$ cat src/hdl/urfe_pkg.sv
// package: register map, reset values and shared types of the uart front end
package urfe_pkg;

   // ***************************************************************
   // register offsets
   // ***************************************************************
   localparam logic [2:0] OFS_BYTE_PORT = 3'h0;  // also divisor_low
   localparam logic [2:0] OFS_ENABLE    = 3'h1;  // also divisor_high
   localparam logic [2:0] OFS_IDENTIFY  = 3'h2;

   // ***************************************************************
   // reset values
   // ***************************************************************
   localparam logic [7:0] RST_DIV_LOW   = 8'h01;
   localparam logic [7:0] RST_DIV_HIGH  = 8'h00;
   localparam logic [3:0] RST_ENABLE    = 4'h0;
   localparam logic [7:0] RST_IDENTIFY  = 8'h01;

   // ***************************************************************
   // field positions
   // ***************************************************************
   localparam int EN_RX_READY    = 0;
   localparam int EN_TX_EMPTY    = 1;
   localparam int EN_LINE_ERROR  = 2;
   localparam int EN_MODEM       = 3;
   localparam int ID_NONE        = 0;
   localparam int ID_CODE_LO     = 1;
   localparam int ID_TIMEOUT     = 3;
   localparam int ID_QUEUE_LO    = 6;

   // ***************************************************************
   // timing
   // ***************************************************************
   localparam int TICKS_PER_BIT  = 16;
   localparam int BITS_PER_CHAR  = 10;
   localparam int TIMEOUT_CHARS  = 4;
   localparam int TIMEOUT_TICKS  =
      TIMEOUT_CHARS * BITS_PER_CHAR * TICKS_PER_BIT;
   localparam int BAUD_CLK_MHZ_MAX = 24;
   localparam int DIVISOR_MIN    = 2;

   // ***************************************************************
   // types
   // ***************************************************************
   typedef enum logic [1:0] {
      URFE_SRC_MODEM    = 2'b00,
      URFE_SRC_TX_EMPTY = 2'b01,
      URFE_SRC_RX_READY = 2'b10,
      URFE_SRC_LINE_ERR = 2'b11
   } urfe_src_t;

   typedef struct packed {
      logic lineErr;
      logic rxReady;
      logic timeout;
      logic txEmpty;
      logic modem;
   } urfe_pend_t;

endpackage

$ cat src/hdl/urfe_skid.sv
// file: two-entry buffer with registered output stage
`timescale 1ns/1ps
module urfe_skid #(
   parameter int WIDTH = 8
) (
   input  wire logic             clk_sys,
   input  wire logic             sys_rst,
   input  wire logic             inValid,
   input  wire logic [WIDTH-1:0] inData,
   output      logic             inReady,
   output      logic             outValid,
   output      logic [WIDTH-1:0] outData,
   input  wire logic             outReady
);

   logic             spareValid;
   logic [WIDTH-1:0] spareData;
   logic             push;
   logic             pop;

   assign push = inValid & inReady;
   assign pop  = outValid & outReady;

   // ***************************************************************
   // output stage
   // ***************************************************************
   always_ff @(posedge clk_sys) begin
      if (sys_rst) begin
         outValid <= 1'b0;
         outData  <= '0;
      end else if (!outValid || pop) begin
         // the spare entry is older than anything arriving now
         if (spareValid) begin
            outValid <= 1'b1;
            outData  <= spareData;
         end else begin
            outValid <= push;
            if (push) begin
               outData <= inData;
            end
         end
      end
   end

   // ***************************************************************
   // spare entry and ready flag
   // ***************************************************************
   always_ff @(posedge clk_sys) begin
      if (sys_rst) begin
         spareValid <= 1'b0;
         spareData  <= '0;
         inReady    <= 1'b1;
      end else begin
         if (push && outValid && !pop) begin
            spareValid <= 1'b1;
            spareData  <= inData;
            inReady    <= 1'b0;
         end else if (pop && spareValid) begin
            spareValid <= push;
            if (push) begin
               spareData <= inData;
            end
            inReady <= !push;
         end
      end
   end

endmodule

$ cat src/hdl/urfe_top.sv
// file: uart register front end - data port, divisor, enables, identify
`timescale 1ns/1ps
module urfe_top
   import urfe_pkg::*;
(
   input  wire logic       clk_sys,
   input  wire logic       sys_rst,
   input  wire logic [2:0] ioAddr,
   input  wire logic       ioRead,
   input  wire logic       ioWrite,
   input  wire logic [7:0] ioWdata,
   output      logic [7:0] ioRdata,
   input  wire logic       divisorSelect,
   input  wire logic       queueOnFlags,
   input  wire logic       lineErrEvent,
   input  wire logic       lineStatusRead,
   input  wire logic       modemEvent,
   input  wire logic       modemStatusRead,
   input  wire logic       rxBelowTrigger,
   input  wire logic       rxValid,
   input  wire logic [7:0] rxData,
   output      logic       rxReady,
   output      logic       txValid,
   output      logic [7:0] txData,
   input  wire logic       txReady,
   output      logic       txHoldFree,
   output      logic       baudTick16,
   output      logic       irqOut
);

   // ***************************************************************
   // access decode
   // ***************************************************************
   logic        readHeld;
   logic        readStart;
   logic        wrByte;
   logic        rdByte;
   logic        wrDivLow;
   logic        wrDivHigh;
   logic        wrEnable;
   logic        rdIdentify;

   // side effects happen once, on the first cycle of a read access
   assign readStart  = ioRead & !readHeld;
   assign wrByte     = ioWrite & !divisorSelect
                       & (ioAddr == OFS_BYTE_PORT);
   assign rdByte     = readStart & !divisorSelect
                       & (ioAddr == OFS_BYTE_PORT);
   assign wrDivLow   = ioWrite & divisorSelect
                       & (ioAddr == OFS_BYTE_PORT);
   assign wrDivHigh  = ioWrite & divisorSelect
                       & (ioAddr == OFS_ENABLE);
   assign wrEnable   = ioWrite & !divisorSelect
                       & (ioAddr == OFS_ENABLE);
   assign rdIdentify = readStart & (ioAddr == OFS_IDENTIFY);

   always_ff @(posedge clk_sys) begin
      if (sys_rst) begin
         readHeld <= 1'b0;
      end else begin
         readHeld <= ioRead;
      end
   end

   // ***************************************************************
   // divisor latches and baud generator
   // ***************************************************************
   logic [7:0]  divLow;
   logic [7:0]  divHigh;
   logic [15:0] baudCount;
   logic [15:0] divisor;

   assign divisor = {divHigh, divLow};

   always_ff @(posedge clk_sys) begin
      if (sys_rst) begin
         divLow  <= RST_DIV_LOW;
         divHigh <= RST_DIV_HIGH;
      end else begin
         if (wrDivLow) begin
            divLow <= ioWdata;
         end
         if (wrDivHigh) begin
            divHigh <= ioWdata;
         end
      end
   end

   // one tick every divisor clocks, i.e. sixteen ticks per bit;
   // a divisor of zero wraps and gives 65536 clocks per tick
   always_ff @(posedge clk_sys) begin
      if (sys_rst) begin
         baudCount  <= {RST_DIV_HIGH, RST_DIV_LOW};
         baudTick16 <= 1'b0;
      end else if (wrDivLow) begin
         baudCount  <= {divHigh, ioWdata};
         baudTick16 <= 1'b0;
      end else if (wrDivHigh) begin
         baudCount  <= {ioWdata, divLow};
         baudTick16 <= 1'b0;
      end else if (baudCount == 16'h0001) begin
         baudCount  <= divisor;
         baudTick16 <= 1'b1;
      end else begin
         baudCount  <= baudCount - 16'h0001;
         baudTick16 <= 1'b0;
      end
   end

   // ***************************************************************
   // transmit holding path
   // ***************************************************************
   logic skidInReady;
   logic skidOutValid;
   logic txWasBusy;
   logic txNowEmpty;

   // a write while both entries are full is dropped; txHoldFree warns
   urfe_skid #(
      .WIDTH (8)
   ) txHold (
      .clk_sys  (clk_sys),
      .sys_rst  (sys_rst),
      .inValid  (wrByte),
      .inData   (ioWdata),
      .inReady  (skidInReady),
      .outValid (skidOutValid),
      .outData  (txData),
      .outReady (txReady)
   );

   assign txValid    = skidOutValid;
   assign txHoldFree = skidInReady;
   assign txNowEmpty = txWasBusy & !skidOutValid;

   always_ff @(posedge clk_sys) begin
      if (sys_rst) begin
         txWasBusy <= 1'b0;
      end else begin
         txWasBusy <= skidOutValid;
      end
   end

   // ***************************************************************
   // receive buffer and character timeout
   // ***************************************************************
   logic [7:0]  rxByte;
   logic        rxFull;
   logic        rxTake;
   logic [15:0] idleTicks;
   logic        timeoutHit;

   assign rxTake = rxValid & rxReady;

   always_ff @(posedge clk_sys) begin
      if (sys_rst) begin
         rxByte  <= 8'h00;
         rxFull  <= 1'b0;
         rxReady <= 1'b1;
      end else begin
         if (rxTake) begin
            rxByte  <= rxData;
            rxFull  <= 1'b1;
            rxReady <= 1'b0;
         end else if (rdByte) begin
            rxFull  <= 1'b0;
            rxReady <= 1'b1;
         end
      end
   end

   // counts baud ticks while a held byte sees no movement
   always_ff @(posedge clk_sys) begin
      if (sys_rst) begin
         idleTicks  <= 16'h0000;
         timeoutHit <= 1'b0;
      end else if (!rxFull || rxTake || rdByte) begin
         idleTicks  <= 16'h0000;
         timeoutHit <= 1'b0;
      end else if (baudTick16 && !timeoutHit) begin
         if (idleTicks == 16'(TIMEOUT_TICKS - 1)) begin
            timeoutHit <= 1'b1;
         end
         idleTicks <= idleTicks + 16'h0001;
      end
   end

   // ***************************************************************
   // pending sources
   // ***************************************************************
   urfe_pend_t pend;
   logic       lineErrFlag;
   logic       modemFlag;
   logic       txEmptyFlag;
   logic       rxTrigHold;
   logic [3:0] enables;
   logic       thrReported;

   always_ff @(posedge clk_sys) begin
      if (sys_rst) begin
         lineErrFlag <= 1'b0;
         modemFlag   <= 1'b0;
      end else begin
         // a new event wins over a clear in the same cycle
         if (lineErrEvent) begin
            lineErrFlag <= 1'b1;
         end else if (lineStatusRead) begin
            lineErrFlag <= 1'b0;
         end
         if (modemEvent) begin
            modemFlag <= 1'b1;
         end else if (modemStatusRead) begin
            modemFlag <= 1'b0;
         end
      end
   end

   always_ff @(posedge clk_sys) begin
      if (sys_rst) begin
         txEmptyFlag <= 1'b0;
      end else if (txNowEmpty) begin
         txEmptyFlag <= 1'b1;
      end else if (wrByte || (rdIdentify && thrReported)) begin
         txEmptyFlag <= 1'b0;
      end
   end

   // in queue mode the receive logic may withdraw rx-ready early
   always_ff @(posedge clk_sys) begin
      if (sys_rst) begin
         rxTrigHold <= 1'b0;
      end else if (rxTake || !rxFull) begin
         rxTrigHold <= 1'b0;
      end else if (rxBelowTrigger && queueOnFlags) begin
         rxTrigHold <= 1'b1;
      end
   end

   always_comb begin
      pend.lineErr = lineErrFlag & enables[EN_LINE_ERROR];
      pend.rxReady = rxFull & !rxTrigHold
                     & enables[EN_RX_READY];
      pend.timeout = timeoutHit & queueOnFlags
                     & enables[EN_RX_READY];
      pend.txEmpty = txEmptyFlag & enables[EN_TX_EMPTY];
      pend.modem   = modemFlag & enables[EN_MODEM];
   end

   // ***************************************************************
   // enable register
   // ***************************************************************
   always_ff @(posedge clk_sys) begin
      if (sys_rst) begin
         enables <= RST_ENABLE;
      end else if (wrEnable) begin
         enables <= ioWdata[3:0];
      end
   end

   // ***************************************************************
   // identify value
   // ***************************************************************
   logic [7:0] idLive;
   urfe_src_t  topSrc;
   logic       anyPend;

   assign anyPend = |pend;

   always_comb begin
      if (pend.lineErr) begin
         topSrc = URFE_SRC_LINE_ERR;
      end else if (pend.rxReady || pend.timeout) begin
         topSrc = URFE_SRC_RX_READY;
      end else if (pend.txEmpty) begin
         topSrc = URFE_SRC_TX_EMPTY;
      end else begin
         topSrc = URFE_SRC_MODEM;
      end
      idLive                  = 8'h00;
      idLive[ID_QUEUE_LO+1]   = queueOnFlags;
      idLive[ID_QUEUE_LO]     = queueOnFlags;
      idLive[ID_TIMEOUT]      = !pend.lineErr & !pend.rxReady
                                & pend.timeout;
      idLive[ID_CODE_LO+1]    = anyPend & topSrc[1];
      idLive[ID_CODE_LO]      = anyPend & topSrc[0];
      idLive[ID_NONE]         = !anyPend;
   end

   assign thrReported = anyPend & (topSrc == URFE_SRC_TX_EMPTY);

   // ***************************************************************
   // read data and interrupt output
   // ***************************************************************
   // read data is caught on the first cycle and held for the whole
   // access, so flags may change underneath without tearing the value
   always_ff @(posedge clk_sys) begin
      if (sys_rst) begin
         ioRdata <= RST_IDENTIFY;
      end else if (readStart) begin
         unique case (ioAddr)
            OFS_BYTE_PORT: begin
               ioRdata <= divisorSelect ? divLow : rxByte;
            end
            OFS_ENABLE: begin
               ioRdata <= divisorSelect ? divHigh
                                        : {4'h0, enables};
            end
            OFS_IDENTIFY: begin
               ioRdata <= idLive;
            end
            default: begin
               ioRdata <= 8'h00;
            end
         endcase
      end else if (!ioRead) begin
         ioRdata <= 8'h00;
      end
   end

   // events during a held identify read still set flags above
   always_ff @(posedge clk_sys) begin
      if (sys_rst) begin
         irqOut <= 1'b0;
      end else begin
         irqOut <= anyPend;
      end
   end

endmodule

$ cat config.mk
export PLATFORM = sky130hd
export DESIGN_NAME = urfe_top
export DESIGN_NICKNAME = d
export VERILOG_FILES = /design/src/hdl/urfe_pkg.sv /design/src/hdl/urfe_skid.sv /design/src/hdl/urfe_top.sv
export SDC_FILE = /design/constraint.sdc
export NUM_CORES = 1
export LEC_CHECK = 0
export BUFFER_PORTS_ARGS = -buffer_cell sky130_fd_sc_hd__buf_4
export CAP_MARGIN = 20
export CORE_ASPECT_RATIO = 2
export CORE_MARGIN = 1.5
export CORE_UTILIZATION = 25
export CTS_CLUSTER_DIAMETER = 50
export DETAILED_ROUTE_END_ITERATION = 12
export PLACE_DENSITY = 0.39
export SKIP_LAST_GASP = 1
export SLEW_MARGIN = 10
export SYNTH_ARGS = -nofsm -noshare
export SYNTH_HDL_FRONTEND = slang
export SYNTH_SLANG_ARGS = --single-unit
$ cat constraint.sdc
create_clock -name clk_sys -period 2.3 [get_ports clk_sys]
set_input_delay 0.69 -clock clk_sys [delete_from_list [all_inputs] [get_ports clk_sys]]
set_output_delay 0.69 -clock clk_sys [all_outputs]
set_load 0.02 [all_outputs]
---- Word level (Yosys, flattened, before mapping) ----
Index checks and enable logic that the tools add are counted.
storage, ports and cells
  output and inout bits ................... 21
  logic and storage cells ................. 125
  bits in latches ......................... 0
  memory bits (writable) .................. 0
  memories kept ........................... 0
  input port bits ......................... 32
  bits in registers ....................... 98
  bits in read-only memories .............. 0
cells by class
  reduce and logical (&&, ||, !) cells .... 37
  add/sub/neg operators ................... 2
  multiply operators ...................... 0
  muxes and demuxes ....................... 31
  equality and inequality tests ........... 6
  bitwise gates (word level) .............. 26
  shift operators ......................... 0
  magnitude comparators ................... 0
  div/mod/pow operators ................... 0
operator list
  operator                 number
  $mux W8                  8
  $mux W16                 3
  $and A1 B1 Y1            26
  $pmux W8 S3              1
  $mux W1                  17
  $add A16 B1 Y16 const B  1
  $eq A16 B1 Y1 const B    1
  $eq A16 B10 Y1 const B   1
  $sub A16 B1 Y16 const B  1
  $reduce_bool A2 Y1       7
  $logic_not A1 Y1         11
  $logic_and A1 B1 Y1      6
  $reduce_and A2 Y1        3
  $logic_or A1 B1 Y1       5
  $reduce_or A5 Y1         1
  $mux W2                  2
  $reduce_or A2 Y1         2
  $eq A3 B1 Y1 const B     1
  $eq A3 B2 Y1 const B     1
  $logic_not A3 Y1         1
  $reduce_or A3 Y1         1
  $eq A2 B1 Y1 const B     1
  $ne A2 B1 Y1 const B     1

---- Depth between registers and ports, before layout ----
  depth after elaboration ................. 12
  gate-level depth with buffers ........... 8
  mapped depth without buffers ............ 7

---- Hierarchy ----
Synthesis repeated with hierarchy kept, for this count alone.
second synthesis, totals
  cells, all modules ...................... 541
  area, all modules ....................... 4,675.7 um2
modules (own cells, without submodules)
  module     seq. area each (um2)  instances  cells each  area an instance (um2)
  urfe_top   1,581.5               1          451         3,743.6
  urfe_skid  380.4                 1          90          932.1

---- Worst setup path before layout ----
OpenSTA, ideal clock, no wires.
  path type ............................... input to register
  start ................................... input port ioAddr[2]
  end ..................................... register idleTicks[10]
  setup slack ............................. 192 ps
  buffers on the path ..................... 2
  library setup time ...................... 117 ps
  data required time ...................... 2,183 ps
  arrival ................................. 1,991 ps
  stages on the path ...................... 6
  path through ............................ or3_1 > buf_2 > or3_1 > nand4_2 > buf_2 > nor2_1
between the ends
  cells in the longest elaborated chain, start to end .. 4
RTL lines
  item                        line             source
  start, declared             urfe_top.sv:8    input wire logic [2:0] ioAddr,
  $logic_not A3 Y1            urfe_top.sv:48   & (ioAddr == OFS_BYTE_PORT);
  $and A1 B1 Y1               urfe_top.sv:48
  $logic_or A1 B1 Y1          urfe_top.sv:177  end else if (!rxFull || rxTake || rdByte) begin
  $reduce_or A2 Y1 (no line)  -
  end signal, assigned        urfe_top.sv:184  idleTicks <= idleTicks + 16'h0001;
  end, declared               urfe_top.sv:150  logic [15:0] idleTicks;
No other way between the ends.
A chain may end at the register's enable or synchronous reset.

---- Worst setup path in the final report ----
  start ................................... register baudCount[0]
  end ..................................... register baudCount[10]
between the ends
  cells in the longest elaborated chain, start to end .. 4
  elaborated cells on any way between the ends .. 5
  classes of those cells .................. add/sub (1); eq/ne (1); mux (3)
RTL lines
  item                                              line                              source
  start, declared                                   urfe_top.sv:70                    logic [15:0] baudCount;
  start signal, assigned                            urfe_top.sv:93                    baudCount <= {RST_DIV_HIGH, RST_DIV_LOW};
  start signal, assigned                            urfe_top.sv:96                    baudCount <= {divHigh, ioWdata};
  start signal, assigned                            urfe_top.sv:99                    baudCount <= {ioWdata, divLow};
  $sub A16 B1 Y16 or $eq A16 B1 Y1 (tied branches)  urfe_top.sv:105, urfe_top.sv:101
  $mux W16 *                                        urfe_top.sv:101                   end else if (baudCount == 16'h0001) begin
  $mux W16 *                                        urfe_top.sv:98                    end else if (wrDivHigh) begin
  $mux W16 *                                        urfe_top.sv:95                    end else if (wrDivLow) begin
Every way passes the cells marked *; elsewhere a longest branch is shown, timed or not.

==> flow_summary.yaml <==
routing:
  post_drt_wl_per_cell_um: 16.9
  vias: 3981
  wl_mm: 13.8
  ant_nets: 0
  drt-pass1-iter-count: 4
  drc: 0
  via_per_inst: 4.90
  drt_iter0_drc: 136
global_routing:
  antenna_found_initial: 0
  grt_use_met3_pct: 2.10
  use_met1_pct: 15.7
  met2_usage_pct: 29.1
  grt_pass1_wl_mm: 21.6
  grt_usage_pct: 15.1
  grt_busiest_layer: "met2"
  grt_max_degree: 75
  first_global_vias: 3980
  grt.overflow.total: 0
die:
  die-width_um: 97.8
  die_y_um: 193
  die_area_um2: 18800
  start_util_pct: 25.4
  fp-row-count: 69
  pin_count: 53
  core_um2: 17700
finish:
  drive_gt1_share_pct: 18.7
  diodes: 0
  mostFrequentLayoutCells: "98 x dfxtp_1, 79 x nand2_1, 79 x buf_4"
  nets: 632
  final_common_cell: "dfxtp_1"
  fill_cells: 1870
  syn2layout_area_growth_pct: 24.0
  fin_area_um2: 5570
synthesis:
  avgSynthCellArea_um2: 8.48
  yosysWarnings: 0
  ys.flop_type: "dfxtp_1"
  yosysSeqAreaShare_pct: 43.6
  ys_ff_latch: 98
  ys_types: 59
  synth_cells: 530
  synthArstFlopShare_pct: 0
  syn_area_um2: 4500
  synthesis.nets: 565
  synth_edf_count: 0
cts:
  cts_root_buffer: "clkbuf_16"
  cts.sinks: 98
  path_clk_slew_ps: 70
  clock_path_buffers: 2
  cts_buffers: 9
  cts_htree_levels: 3
  clkLatencyLatePin_ps: 350
  cts_tree: "built"
timing:
  worstMarginPinSlew_ps: 698
  clock_skew_ps: 7.49
  drv_slew: 0
  finalCriticalPeriod_ps: 2110
  fin_tns_setup_ps: 0
  slew_headroom_pct: 53.4
  rsz0062_at_grt: "no"
  hold_ws_ps: 453
  fin_crit_sh_pct: 91.7
  setup_viol: 0
  timing.fmax_mhz: 474
  hold_viol_final: 0
critical_path:
  arrival_ps: 2340
  crit_required_ps: 2530
  crit_type: "flop to flop"
  path_max_fanout: 6
  cp-end-kind: "flop"
  r2r-start: "baudCount[0]"
  cp-startpoint: "baudCount[0]"
  startpoint_type: "flop"
pwr:
  p_leak_uw: 0.00214
  power_density_nw_per_um2: 910
  ir_drop_mv: 0.350
  finalPower_uw: 5070
placement:
  place_area_um2: 5290
  port_buffers: 52
  dp_hpwl_mm: 10.7
  gp_congestion: 0.784
hold_path:
  min_from: "ioRdata[3]"
  hp-class: "flop to flop"
run_status:
  status: "completed"
job:
  maxCapViolations: 0
==> state kept, by name, summed over array words and instances (netlist names), 4 cells and up <==
name              cells
divLow                8
txHold.outData        8
idleTicks            16
enables               4
txHold.spareData      8
rxByte                8
ioRdata               8
baudCount            16
divHigh               8
==> synth_stat cells, drive strengths merged (6+ instances only) <==
master	n	share of area (%)
a211oi	8	1.3
a21oi	51	5.8
a22oi	6	1.0
buf	11	1.1
clkbuf	14	1.2
dfxtp	98	44
inv	8	0.67
mux2i	29	6.5
nand2	79	6.6
nand3	22	2.6
nand4	8	1.3
nor2	62	5.3
nor3	12	1.6
nor4	7	1.3
o21ai	15	1.8
o22ai	9	1.3
xnor2	11	2.1
xor2	15	2.9
==> per-layer routing <==
| metal | routed length [um] | part of all wire [%] |
|---|---|---|
| met2 | 7780 | 57 |
| met5 | 0 | 0 |
| met3 | 299 | 2.2 |
| met4 | 423 | 3.1 |
| met1 | 5260 | 38 |
==> worst max-delay path, stage by stage, from the launching register on <==
cell and delay, ps:
dfxtp_1 370, inv_1 80, ha_1 180, or3b_2 550, nor4b_2 310, xnor2_1 150
nor2_1 50, a221o_1 300
==> final cells by class <==
class / instances / area, um2 / area share (%)
timing repair buffer: 81 / 633 / 11.4
clock buffer: 12 / 267 / 4.78
tap: 213 / 267 / 4.78
clock inverter: 2 / 12.5 / 0.224
sequential: 98 / 1960 / 35.2
multi-input combinational: 399 / 2400 / 43.1
inverter: 8 / 30.0 / 0.539
==> timing repair <==
action	4_1_cts	5_1_grt
buffers inserted	0	0
setup endpoints to repair	0	3
resized for setup	0	1
hold buffers	0	0
==> cells by family (layout without fill, tap and decap cells) <==
family / Yosys count / in the layout / share of synthesized area, %
compound gates: 114 / 114 / 15.7
flops: 98 / 98 / 43.6
mux: 32 / 32 / 7.29
simple gates: 224 / 224 / 24.5
fa+ha+maj: 3 / 3 / 0.835
xor+xnor: 26 / 26 / 5.07
buf+inv: 33 / 103 / 2.95
==> worst paths after layout <==
kind / slack [ps] / cells past startpoint / end
setup / recovery: 190 / 7 / baudCount[10]
hold reg to reg: 450 / 2 / ioRdata[3]
hold / removal: 450 / 2 / ioRdata[3]
setup reg to reg: 190 / 7 / baudCount[10]
==> per-stage QoR <==
stage,worst slack (ps),utilization (%),instances
2_1_floorplan,192,-,530
3_3_place_gp,40.1,29.9,799
3_5_place_dp,17.3,29.9,799
4_1_cts,79.2,31.5,813
5_1_grt,93.6,31.5,813
6_report,191,31.5,813
==> power breakdown <==
group | internal (uW) | leakage (uW) | switching (uW)
registers | 1850 | 0.000796 | 187
logic | 763 | 0.00120 | 830
clock network | 809 | 0.000137 | 638
No activity file was read; power rests on OpenSTA's default activity.
